## config.mk

```make
export PLATFORM = sky130hd
export DESIGN_NAME = dmc_ctrl
export DESIGN_NICKNAME = d
export VERILOG_FILES = /design/src/hw/dmc_pkg.sv /design/src/hw/dmc_ctrl.sv /design/src/hw/dmc_entry_eval.sv
export SDC_FILE = /design/constraint.sdc
export NUM_CORES = 1
export LEC_CHECK = 0
export BUFFER_PORTS_ARGS = -buffer_cell sky130_fd_sc_hd__buf_2
export CORE_AREA = 2 2 247 249
export DETAILED_ROUTE_END_ITERATION = 8
export DIE_AREA = 0 0 249 251
export PLACE_DENSITY = 0.4
export REMOVE_ABC_BUFFERS = 1
export SYNTH_ARGS = -nofsm -noshare
export SYNTH_HDL_FRONTEND = slang
export SYNTH_SLANG_ARGS = --single-unit
```

## constraint.sdc

```tcl
create_clock -name clk -period 4.55 [get_ports clk]
set_input_delay 0.455 -clock clk [delete_from_list [all_inputs] [get_ports clk]]
set_output_delay 0.455 -clock clk [all_outputs]
set_load 0.01 [all_outputs]
```

## src/hw/dmc_pkg.sv

```systemverilog
// constants and types shared by the dual-monitor control logic
package dmc_pkg;
  localparam logic [31:0] DMC_MONCTL_ADDR  = 32'h0000009B;
  localparam logic [63:0] DMC_MONCTL_RESET = 64'h0000000000000000;
  localparam logic [63:0] DMC_MONCTL_RSVD  = 64'hFFFFFFFF00000FFA;
  localparam int          DMC_VALID_BIT    = 0;
  localparam int          DMC_BLOCK_BIT    = 2;
  localparam int          DMC_BASE_LSB     = 12;
  localparam int          DMC_BASE_MSB     = 31;
  localparam int          DMC_BASE_W       = DMC_BASE_MSB - DMC_BASE_LSB + 1;
  localparam logic [11:0] DMC_BASE_PAD     = 12'h000;
  // monitor segment header byte offsets
  localparam logic [31:0] DMC_HDR_REV      = 32'h00000000;
  localparam logic [31:0] DMC_HDR_FEAT     = 32'h00000004;
  localparam logic [31:0] DMC_HDR_GDT_LIM  = 32'h00000008;
  localparam logic [31:0] DMC_HDR_GDT_BASE = 32'h0000000C;
  localparam logic [31:0] DMC_HDR_CS_SEL   = 32'h00000010;
  localparam logic [31:0] DMC_HDR_IP_OFS   = 32'h00000014;
  localparam logic [31:0] DMC_HDR_SP_OFS   = 32'h00000018;
  localparam logic [31:0] DMC_HDR_PT_OFS   = 32'h0000001C;
  localparam int          DMC_HDR_BYTES    = 32;
  localparam int          DMC_FEAT_LONG    = 0;
  localparam logic [31:0] DMC_FEAT_RSVD    = 32'hFFFFFFFE;
  localparam int          DMC_INTR_SMI_BIT = 2;
  localparam logic [1:0]  DMC_PRIV_TOP     = 2'h0;
  // arbitrary neutral segment revision identifier
  localparam logic [31:0] DMC_SEG_REV_ID   = 32'h00000001;

  typedef enum logic [3:0] {
    DMC_IDLE, DMC_CHK_PTR, DMC_CHK_LAUNCH, DMC_CHK_EXITCTL,
    DMC_RD_REV, DMC_WT_REV, DMC_RD_FEAT, DMC_WT_FEAT
  } dmc_state_t;

  typedef enum logic [2:0] {
    DMC_F_NONE, DMC_F_NOPTR, DMC_F_LAUNCH, DMC_F_EXITCTL, DMC_F_REV, DMC_F_FEAT
  } dmc_fail_t;
endpackage

```

## src/hw/dmc_ctrl.sv

```systemverilog
// dual-monitor control: monitor register, safer mode, activation checks
`timescale 1ns/1ps
module dmc_ctrl
  import dmc_pkg::*;
#(
  parameter int          PTR_W      = 64,
  parameter logic [31:0] SEG_REV_ID = DMC_SEG_REV_ID
) (
  input  wire logic             clk,
  input  wire logic             rst,
  // processor capabilities and mode
  input  wire logic             dual_supported,
  input  wire logic             cap_64bit,
  input  wire logic             in_64bit_mode,
  input  wire logic             in_mgmt_mode,
  input  wire logic             root_operation,
  input  wire logic             v86_mode,
  input  wire logic             compat_mode,
  input  wire logic [1:0]       privilege_level,
  // model register access
  input  wire logic             msr_req,
  input  wire logic             msr_wr,
  input  wire logic [31:0]      msr_addr,
  input  wire logic [63:0]      msr_wdata,
  input  wire logic             msr_in_exit,
  input  wire logic             msr_exit_ends_mgmt,
  input  wire logic             msr_in_entry,
  input  wire logic             msr_entry_begins_mgmt,
  output logic                  msr_ack_q,
  output logic [63:0]           msr_rdata_q,
  output logic                  msr_fault_q,
  output logic                  msr_fail_q,
  // security instruction leaves and virtualization-off
  input  wire logic             sec_enter,
  input  wire logic             sec_exit,
  input  wire logic             sec_clear_block,
  input  wire logic             voff_exec,
  input  wire logic             default_treatment,
  output logic                  safer_mode_q,
  output logic                  voff_unblock_q,
  // monitor call activation
  input  wire logic             mc_req,
  input  wire logic             cur_ptr_valid,
  input  wire logic             launch_clear,
  input  wire logic             exit_ctl_ok,
  output logic                  mem_req_q,
  output logic [31:0]           mem_addr_q,
  input  wire logic             mem_ack,
  input  wire logic [31:0]      mem_rdata,
  output logic                  mc_done_q,
  output logic                  mc_attempt_q,
  output dmc_fail_t             mc_fail_q,
  output logic                  mgmt_exit_q,
  output logic                  long_mode_q,
  output logic                  dual_active_q,
  // return entry from management mode
  input  wire logic             entry_req,
  input  wire logic             deact_ctl,
  input  wire logic [PTR_W-1:0] exec_ptr,
  input  wire logic [PTR_W-1:0] root_ptr,
  input  wire logic [PTR_W-1:0] link_ptr,
  input  wire logic [PTR_W-1:0] pre_ptr,
  input  wire logic [31:0]      intr_state,
  input  wire logic             entry_fail,
  input  wire logic             exec_induce,
  output logic                  entry_done_q,
  output logic                  non_root_q,
  output logic                  induced_exit_q,
  output logic                  exit_to_exec_q,
  output logic                  smi_blocked_q,
  output logic                  fail_recorded_q,
  output logic [PTR_W-1:0]      cur_ptr_q
);
  logic [63:0]           monctl_q;
  dmc_state_t            state_q;
  logic [DMC_BASE_W-1:0] base_q;
  logic [31:0]           feat_q;
  logic                  deact_done_q;
  logic                  hit;
  logic                  plain;
  logic                  xfail;
  logic                  rsvd_set;
  logic                  do_store;
  logic                  do_fault;
  logic                  do_fail;
  logic                  start_ok;
  logic                  feat_bad;

  // access decode
  assign hit      = msr_req && (msr_addr == DMC_MONCTL_ADDR);
  assign plain    = !msr_in_exit && !msr_in_entry;
  assign xfail    = (msr_in_exit && !msr_exit_ends_mgmt) ||
                    (msr_in_entry && !msr_entry_begins_mgmt);
  assign rsvd_set = |(msr_wdata & DMC_MONCTL_RSVD);

  always_comb begin
    do_store = 1'b0;
    do_fault = 1'b0;
    do_fail  = 1'b0;
    if (hit) begin
      if (!dual_supported) begin
        do_fault = plain;
        do_fail  = !plain;
      end else if (msr_wr) begin
        if (xfail) begin
          do_fail = 1'b1;
        end else if (plain && !in_mgmt_mode) begin
          do_fault = 1'b1;
        end else if (rsvd_set) begin
          do_fault = plain;
          do_fail  = !plain;
        end else begin
          do_store = 1'b1;
        end
      end
    end
  end

  // monitor control register
  always_ff @(posedge clk) begin
    if (rst) begin
      monctl_q <= DMC_MONCTL_RESET;
    end else if (do_store) begin
      monctl_q <= msr_wdata & ~DMC_MONCTL_RSVD;
    end else if (sec_clear_block) begin
      monctl_q[DMC_BLOCK_BIT] <= 1'b0;
    end
  end

  // register access answer
  always_ff @(posedge clk) begin
    if (rst) begin
      msr_ack_q   <= 1'b0;
      msr_rdata_q <= '0;
      msr_fault_q <= 1'b0;
      msr_fail_q  <= 1'b0;
    end else begin
      msr_ack_q   <= hit;
      msr_fault_q <= do_fault;
      msr_fail_q  <= do_fail;
      if (hit && !msr_wr && dual_supported) begin
        msr_rdata_q <= monctl_q;
      end
    end
  end

  // safer mode tracking
  always_ff @(posedge clk) begin
    if (rst) begin
      safer_mode_q <= 1'b0;
    end else if (sec_enter) begin
      safer_mode_q <= 1'b1;
    end else if (sec_exit) begin
      safer_mode_q <= 1'b0;
    end
  end

  // virtualization-off under default handling
  always_ff @(posedge clk) begin
    if (rst) begin
      voff_unblock_q <= 1'b0;
    end else begin
      voff_unblock_q <= voff_exec && default_treatment && !monctl_q[DMC_BLOCK_BIT];
    end
  end

  // activation preconditions
  assign start_ok = dual_supported && root_operation && !in_mgmt_mode &&
                    monctl_q[DMC_VALID_BIT] && !v86_mode && !compat_mode &&
                    (privilege_level == DMC_PRIV_TOP) && !dual_active_q;

  assign feat_bad = |(mem_rdata & DMC_FEAT_RSVD) ||
                    (!cap_64bit && mem_rdata[DMC_FEAT_LONG]) ||
                    (in_64bit_mode && !mem_rdata[DMC_FEAT_LONG]);

  // activation check sequence
  always_ff @(posedge clk) begin
    if (rst) begin
      state_q      <= DMC_IDLE;
      base_q       <= '0;
      feat_q       <= '0;
      mem_req_q    <= 1'b0;
      mem_addr_q   <= '0;
      mc_done_q    <= 1'b0;
      mc_attempt_q <= 1'b0;
      mc_fail_q    <= DMC_F_NONE;
      mgmt_exit_q  <= 1'b0;
      long_mode_q  <= 1'b0;
    end else begin
      mc_done_q   <= 1'b0;
      mgmt_exit_q <= 1'b0;
      mem_req_q   <= 1'b0;
      case (state_q)
        DMC_IDLE: begin
          if (mc_req) begin
            mc_fail_q <= DMC_F_NONE;
            if (start_ok) begin
              state_q <= DMC_CHK_PTR;
            end else begin
              mc_done_q    <= 1'b1;
              mc_attempt_q <= 1'b0;
            end
          end
        end
        DMC_CHK_PTR: begin
          if (!cur_ptr_valid) begin
            mc_fail_q    <= DMC_F_NOPTR;
            mc_done_q    <= 1'b1;
            mc_attempt_q <= 1'b1;
            state_q      <= DMC_IDLE;
          end else begin
            state_q <= DMC_CHK_LAUNCH;
          end
        end
        DMC_CHK_LAUNCH: begin
          if (!launch_clear) begin
            mc_fail_q    <= DMC_F_LAUNCH;
            mc_done_q    <= 1'b1;
            mc_attempt_q <= 1'b1;
            state_q      <= DMC_IDLE;
          end else begin
            state_q <= DMC_CHK_EXITCTL;
          end
        end
        DMC_CHK_EXITCTL: begin
          if (!exit_ctl_ok) begin
            mc_fail_q    <= DMC_F_EXITCTL;
            mc_done_q    <= 1'b1;
            mc_attempt_q <= 1'b1;
            state_q      <= DMC_IDLE;
          end else begin
            base_q  <= monctl_q[DMC_BASE_MSB:DMC_BASE_LSB];
            state_q <= DMC_RD_REV;
          end
        end
        DMC_RD_REV: begin
          mem_req_q  <= 1'b1;
          mem_addr_q <= {base_q, DMC_BASE_PAD} + DMC_HDR_REV;
          state_q    <= DMC_WT_REV;
        end
        DMC_WT_REV: begin
          if (mem_ack) begin
            if (mem_rdata != SEG_REV_ID) begin
              mc_fail_q    <= DMC_F_REV;
              mc_done_q    <= 1'b1;
              mc_attempt_q <= 1'b1;
              state_q      <= DMC_IDLE;
            end else begin
              state_q <= DMC_RD_FEAT;
            end
          end
        end
        DMC_RD_FEAT: begin
          mem_req_q  <= 1'b1;
          mem_addr_q <= {base_q, DMC_BASE_PAD} + DMC_HDR_FEAT;
          state_q    <= DMC_WT_FEAT;
        end
        DMC_WT_FEAT: begin
          if (mem_ack) begin
            mc_done_q    <= 1'b1;
            mc_attempt_q <= 1'b1;
            state_q      <= DMC_IDLE;
            if (feat_bad) begin
              mc_fail_q <= DMC_F_FEAT;
            end else begin
              feat_q      <= mem_rdata;
              long_mode_q <= mem_rdata[DMC_FEAT_LONG];
              mgmt_exit_q <= 1'b1;
            end
          end
        end
        default: begin
          state_q <= DMC_IDLE;
        end
      endcase
    end
  end

  // dual-monitor active flag
  always_ff @(posedge clk) begin
    if (rst) begin
      dual_active_q <= 1'b0;
    end else if (state_q == DMC_WT_FEAT && mem_ack && !feat_bad) begin
      dual_active_q <= 1'b1;
    end else if (deact_done_q) begin
      dual_active_q <= 1'b0;
    end
  end

  dmc_entry_eval #(
    .PTR_W (PTR_W)
  ) u_entry (
    .clk             (clk),
    .rst             (rst),
    .entry_req       (entry_req),
    .deact_ctl       (deact_ctl),
    .exec_ptr        (exec_ptr),
    .root_ptr        (root_ptr),
    .link_ptr        (link_ptr),
    .pre_ptr         (pre_ptr),
    .intr_state      (intr_state),
    .safer_mode      (safer_mode_q),
    .entry_fail      (entry_fail),
    .exec_induce     (exec_induce),
    .entry_done_q    (entry_done_q),
    .non_root_q      (non_root_q),
    .induced_exit_q  (induced_exit_q),
    .exit_to_exec_q  (exit_to_exec_q),
    .smi_blocked_q   (smi_blocked_q),
    .fail_recorded_q (fail_recorded_q),
    .deact_done_q    (deact_done_q),
    .cur_ptr_q       (cur_ptr_q)
  );

  AST_VALID_RESET: assert property (@(posedge clk) disable iff (rst)
    $past(rst) |-> !monctl_q[DMC_VALID_BIT])
    else $error("valid flag set right after reset");
  AST_START_VALID: assert property (@(posedge clk) disable iff (rst)
    state_q == DMC_CHK_PTR && $past(state_q) == DMC_IDLE |-> $past(monctl_q[DMC_VALID_BIT]))
    else $error("activation began with valid flag clear");
  AST_START_COND: assert property (@(posedge clk) disable iff (rst)
    state_q == DMC_IDLE && mc_req && !start_ok |=> mc_done_q && !mc_attempt_q && state_q == DMC_IDLE)
    else $error("activation attempted without preconditions");
  AST_VOFF: assert property (@(posedge clk) disable iff (rst)
    voff_exec && default_treatment |=> voff_unblock_q == !$past(monctl_q[DMC_BLOCK_BIT]))
    else $error("virtualization-off unblock wrong");
  AST_RSVD_FAULT: assert property (@(posedge clk) disable iff (rst)
    hit && msr_wr && plain && dual_supported && in_mgmt_mode && rsvd_set && !sec_clear_block
    |=> msr_fault_q && $stable(monctl_q))
    else $error("reserved bit write not faulted");
  AST_UNSUP_FAULT: assert property (@(posedge clk) disable iff (rst)
    hit && plain && !dual_supported |=> msr_ack_q && msr_fault_q)
    else $error("access without support not faulted");
  AST_XFAIL: assert property (@(posedge clk) disable iff (rst)
    hit && msr_wr && xfail && !sec_clear_block |=> msr_fail_q && !msr_fault_q && $stable(monctl_q))
    else $error("transition write not failed");
  AST_SAFER: assert property (@(posedge clk) disable iff (rst)
    sec_enter |=> safer_mode_q)
    else $error("safer mode not entered");
  AST_SAFER_EXIT: assert property (@(posedge clk) disable iff (rst)
    sec_exit && !sec_enter |=> !safer_mode_q)
    else $error("safer mode not left");
  AST_CHECK_ORDER: assert property (@(posedge clk) disable iff (rst)
    state_q == DMC_CHK_PTR && !cur_ptr_valid |=> mc_fail_q == DMC_F_NOPTR && state_q == DMC_IDLE && !mem_req_q)
    else $error("pointer check did not stop sequence");
  AST_REV_ADDR: assert property (@(posedge clk) disable iff (rst)
    state_q == DMC_WT_REV && $past(state_q) == DMC_RD_REV |-> mem_req_q && mem_addr_q[DMC_BASE_MSB:DMC_BASE_LSB] == base_q)
    else $error("revision read not at segment base");
  AST_ACT_STATE: assert property (@(posedge clk) disable iff (rst)
    $rose(dual_active_q) |-> mgmt_exit_q && (feat_q & DMC_FEAT_RSVD) == 32'h00000000)
    else $error("activation without passing all checks");

  COV_ACTIVATE: cover property (@(posedge clk) disable iff (rst) mgmt_exit_q);
  COV_REV_FAIL: cover property (@(posedge clk) disable iff (rst) mc_done_q && mc_fail_q == DMC_F_REV);
  COV_WRITE_OK: cover property (@(posedge clk) disable iff (rst) do_store ##1 monctl_q[DMC_VALID_BIT]);
  COV_ENTRY_FAIL: cover property (@(posedge clk) disable iff (rst) fail_recorded_q);
endmodule

```

## src/hw/dmc_entry_eval.sv

```systemverilog
// outcome of an entry that returns from management mode
`timescale 1ns/1ps
module dmc_entry_eval
  import dmc_pkg::*;
#(
  parameter int PTR_W = 64
) (
  input  wire logic             clk,
  input  wire logic             rst,
  input  wire logic             entry_req,
  input  wire logic             deact_ctl,
  input  wire logic [PTR_W-1:0] exec_ptr,
  input  wire logic [PTR_W-1:0] root_ptr,
  input  wire logic [PTR_W-1:0] link_ptr,
  input  wire logic [PTR_W-1:0] pre_ptr,
  input  wire logic [31:0]      intr_state,
  input  wire logic             safer_mode,
  input  wire logic             entry_fail,
  input  wire logic             exec_induce,
  output logic                  entry_done_q,
  output logic                  non_root_q,
  output logic                  induced_exit_q,
  output logic                  exit_to_exec_q,
  output logic                  smi_blocked_q,
  output logic                  fail_recorded_q,
  output logic                  deact_done_q,
  output logic [PTR_W-1:0]      cur_ptr_q
);
  logic non_root;
  assign non_root = (exec_ptr != root_ptr);

  always_ff @(posedge clk) begin
    if (rst) begin
      entry_done_q    <= 1'b0;
      non_root_q      <= 1'b0;
      induced_exit_q  <= 1'b0;
      exit_to_exec_q  <= 1'b0;
      fail_recorded_q <= 1'b0;
      deact_done_q    <= 1'b0;
      cur_ptr_q       <= '0;
    end else begin
      entry_done_q    <= entry_req;
      deact_done_q    <= entry_req && deact_ctl && !entry_fail;
      induced_exit_q  <= entry_req && !entry_fail && non_root && exec_induce;
      exit_to_exec_q  <= entry_req && !entry_fail && non_root && exec_induce;
      fail_recorded_q <= entry_req && entry_fail;
      if (entry_req) begin
        non_root_q <= non_root && !entry_fail;
        if (entry_fail) begin
          cur_ptr_q <= pre_ptr;
        end else begin
          cur_ptr_q <= non_root ? exec_ptr : link_ptr;
        end
      end
    end
  end

  always_ff @(posedge clk) begin
    if (rst) begin
      smi_blocked_q <= 1'b0;
    end else if (entry_req && !entry_fail) begin
      if (deact_ctl) begin
        smi_blocked_q <= safer_mode;
      end else begin
        smi_blocked_q <= intr_state[DMC_INTR_SMI_BIT];
      end
    end
  end

  AST_SMI_BIT: assert property (@(posedge clk) disable iff (rst)
    entry_req && !entry_fail && !deact_ctl |=> smi_blocked_q == $past(intr_state[DMC_INTR_SMI_BIT]))
    else $error("block state does not follow interruptibility bit");
  AST_SMI_SAFER: assert property (@(posedge clk) disable iff (rst)
    entry_req && !entry_fail && deact_ctl |=> smi_blocked_q == $past(safer_mode))
    else $error("block state does not follow safer mode");
  AST_NO_INDUCED_ROOT: assert property (@(posedge clk) disable iff (rst)
    entry_req && exec_ptr == root_ptr |=> !induced_exit_q)
    else $error("induced exit while staying in root operation");
  AST_FAIL_PTR: assert property (@(posedge clk) disable iff (rst)
    entry_req && entry_fail |=> fail_recorded_q && cur_ptr_q == $past(pre_ptr))
    else $error("failed entry left wrong structure current");
endmodule

```

==> results.toml <==
[layout]
final_common_cell = "buf_2"
drive_above_1_share = 0.389
mostFrequentLayoutCells = "541 x buf_2, 172 x dfxtp_1, 137 x a21oi_1"
seq_area_mm2 = 0.00344
num-nets-final = 1964
area_growth_syn_to_layout_pct = 45.6
final_cell_area_mm2 = 0.0124
fillers = 6740
final_cells = 2316
multiInputGateArea_mm2 = 0.00459

[critical_path]
critPathMaxStageDelay_ns = 0.61
ff2ff_setup_slack_ns = 2.52
crit_path_start_kind = "input pin"
crit_chain = "buf_2 -> xor2_1 -> nor4_1 -> nand4_1 -> nor4_4 -> buf_12 -> mux2i_1 -> o22ai_1"
crit_slowest_cell = "nor4_1"
worst_ep_required_time_ns = 4.87
worstSetupEndpointType = "register"
critical_path_class = "input pin to register"
crit_family = "simple AND/OR/NAND/NOR gates"
cp_max_fo = 51
cp.arrival_ns = 3.07
critPathBufInv = 2

[clock_tree]
cts_inserted_buffers = 17
insertion_delay_ns = 0.48
ctsResizeCount = 0
cts_setup_buffers = 0
cts_sinks = 172
cts.clk_slew.worst_paths_ns = 0.07
hold_buffers = 0
clockRootBuffer = "clkbuf_16"
cts_buffer_depth = 2
cts_tree = "done"
htree_levels = 4

[route]
drtIter0Drc = 251
via_per_inst = 3.89
num_vias = 9001
dr.pass1.iters = 4
drc = 0
wl_per_cell_um = 16.6
ant_nets = 0
routed_wl_mm = 38.5

[timing]
rsz0062_at_grt = "no"
fin_crit_ns = 2.75
setup_viol = 0
slew_violations = 0
final.period_utilization = 0.605
holdWs_ns = 0.172
fin_ws_ns = 1.80
timing.final.hold_violations = 0
tightest_slew_ns = 0.952
slew_headroom = 0.364
skew_ns = 0.0112
fmax_mhz = 363

[yosys]
synth.area.mux_share = 0.105
synth_fa_ha_area_frac = 0
syn-mean-instance-area_um2 = 8.45
synth_xor_area_frac = 0.0656
synth_top_area_share = 0.403
synth_top_flop_cell = "dfxtp_1"
synthDistinctLibCells = 48
ys_async_sr_fraction = 0
synthTopCellsByArea = "dfxtp_1 40%, mux2i_1 11%, a21oi_1 8.0%"
synth-simple-area-share = 0.195
postSynthRegisterBits = 172
synth_compound_area_frac = 0.145
synth_top_family_by_area = "simple AND/OR/NAND/NOR gates"
seq_area_frac_synth = 0.403
synth-edff-count = 0
synth_area_mm2 = 0.00854
ys_warn_count = 0
synth_cells = 1011
synth_area_leader_cell = "dfxtp_1"

[global_routing]
grt.overflow.total = 0
grt_max_degree = 70
grt_usage = 0.120
grt_pass1_wl_mm = 56.4
grt_pass1_vias = 9231
antenna_found_initial = 7

[placement]
dpl.hpwl_mm = 29.8
dpl.cell_count = 2280
portBuffers = 542
dp_slack_ns = 1.21
placed_area_mm2 = 0.0119
place_congestion = 0.869

[die]
io_pins = 627
core_area_mm2 = 0.0598
die_y_um = 251
start_util = 0.143
fp.dieArea_mm2 = 0.0625
dieWidth_um = 249
row_count = 90

[status]
status = "finished, final reports clean"

[min_path]
hp-class = "input pin to register"

[run]
cap_violations = 0

[power]
powerDensity_mw_per_mm2 = 286
power.leakage_nw = 5.50
peakVddDrop_mv = 0.285
[state kept, by name (all words and copies together) (netlist names), 3 cells and up]
name / flops
mem_addr_q: 21
mc_fail_q: 3
state_q: 3
u_entry.cur_ptr_q: 64
msr_rdata_q: 22
base_q: 20
monctl_q: 22
[final timing paths]
path	startpoint	depth (start not counted)	endpoint
setup / recovery	root_ptr[58]	8	u_entry.cur_ptr_q[38]
hold / removal	dual_supported	2	msr_fault_q
setup reg to reg	state_q[0]	4	mem_addr_q[29]
hold reg to reg	monctl_q[2]	1	voff_unblock_q
[where the power goes]
group | total [mW] | switching (mW) | internal, mW | leakage, nW
combinational | 0.526 | 0.279 | 0.247 | 3.84
clock | 1.46 | 0.732 | 0.728 | 0.263
sequential | 1.57 | 0.0219 | 1.55 | 1.40
[per-stage QoR]
stage | utilization | total power [mW] | setup TNS, ns
2_1_floorplan | - | 1.79 | -149.27
3_3_place_gp | 0.199 | 2.13 | 0
3_5_place_dp | 0.199 | 2.13 | 0
4_1_cts | 0.208 | 3.65 | 0
5_1_grt | 0.208 | 3.73 | 0
6_report | 0.208 | 3.55 | 0
[worst reg2reg max path, cell delays in order, from the launching register on]
cell     delay, ns
dfxtp_1       0.71
inv_1         0.20
nand2_1       0.74
nand2_1       0.13
a21oi_1       0.17
[cells in the mapped netlist, types with 2 or more instances]
library cell,number
nor2b_1,70
inv_1,8
o22ai_1,66
o31ai_1,2
buf_1,6
buf_2,6
and2_1,2
or4_1,3
buf_4,55
clkbuf_1,49
a211oi_1,2
nor4bb_1,2
nor3_1,8
nand3_1,6
xor2_1,64
dfxtp_1,172
a31oi_1,4
nand3b_1,3
nand4_1,9
nor4b_1,3
nor2_1,44
mux2i_1,90
nor4_1,38
a21oi_1,137
buf_6,4
nand2b_1,4
nand2_1,133
[layer usage]
metal / track usage / share of wire / wire, um
met1: 0.138 / 0.42 / 16200
met2: 0.205 / 0.49 / 18700
met3: 0.0427 / 0.071 / 2720
met4: 0.0443 / 0.021 / 820
met5: 0 / 0.00029 / 11
[final cells by class]
type | instances | area share
clock inverters | 12 | 0.00845
clock buffers | 20 | 0.0359
inverters | 9 | 0.00272
diodes | 4 | 0.000805
flip-flops and latches | 172 | 0.277
well taps | 782 | 0.0787
repair buffers | 555 | 0.227
multi-input cells | 762 | 0.369
[cell families (layout without fill, tap and decap cells)]
kind of cell / after synthesis / count (layout)
other: 1 / 57
multiplexers: 90 / 90
AO/OA/AOI/OAI: 221 / 221
flip-flops: 172 / 172
XOR/XNOR: 64 / 64
buffers and inverters: 129 / 596
AND/OR/NAND/NOR: 334 / 334
No activity file was read; power rests on OpenSTA's default activity.
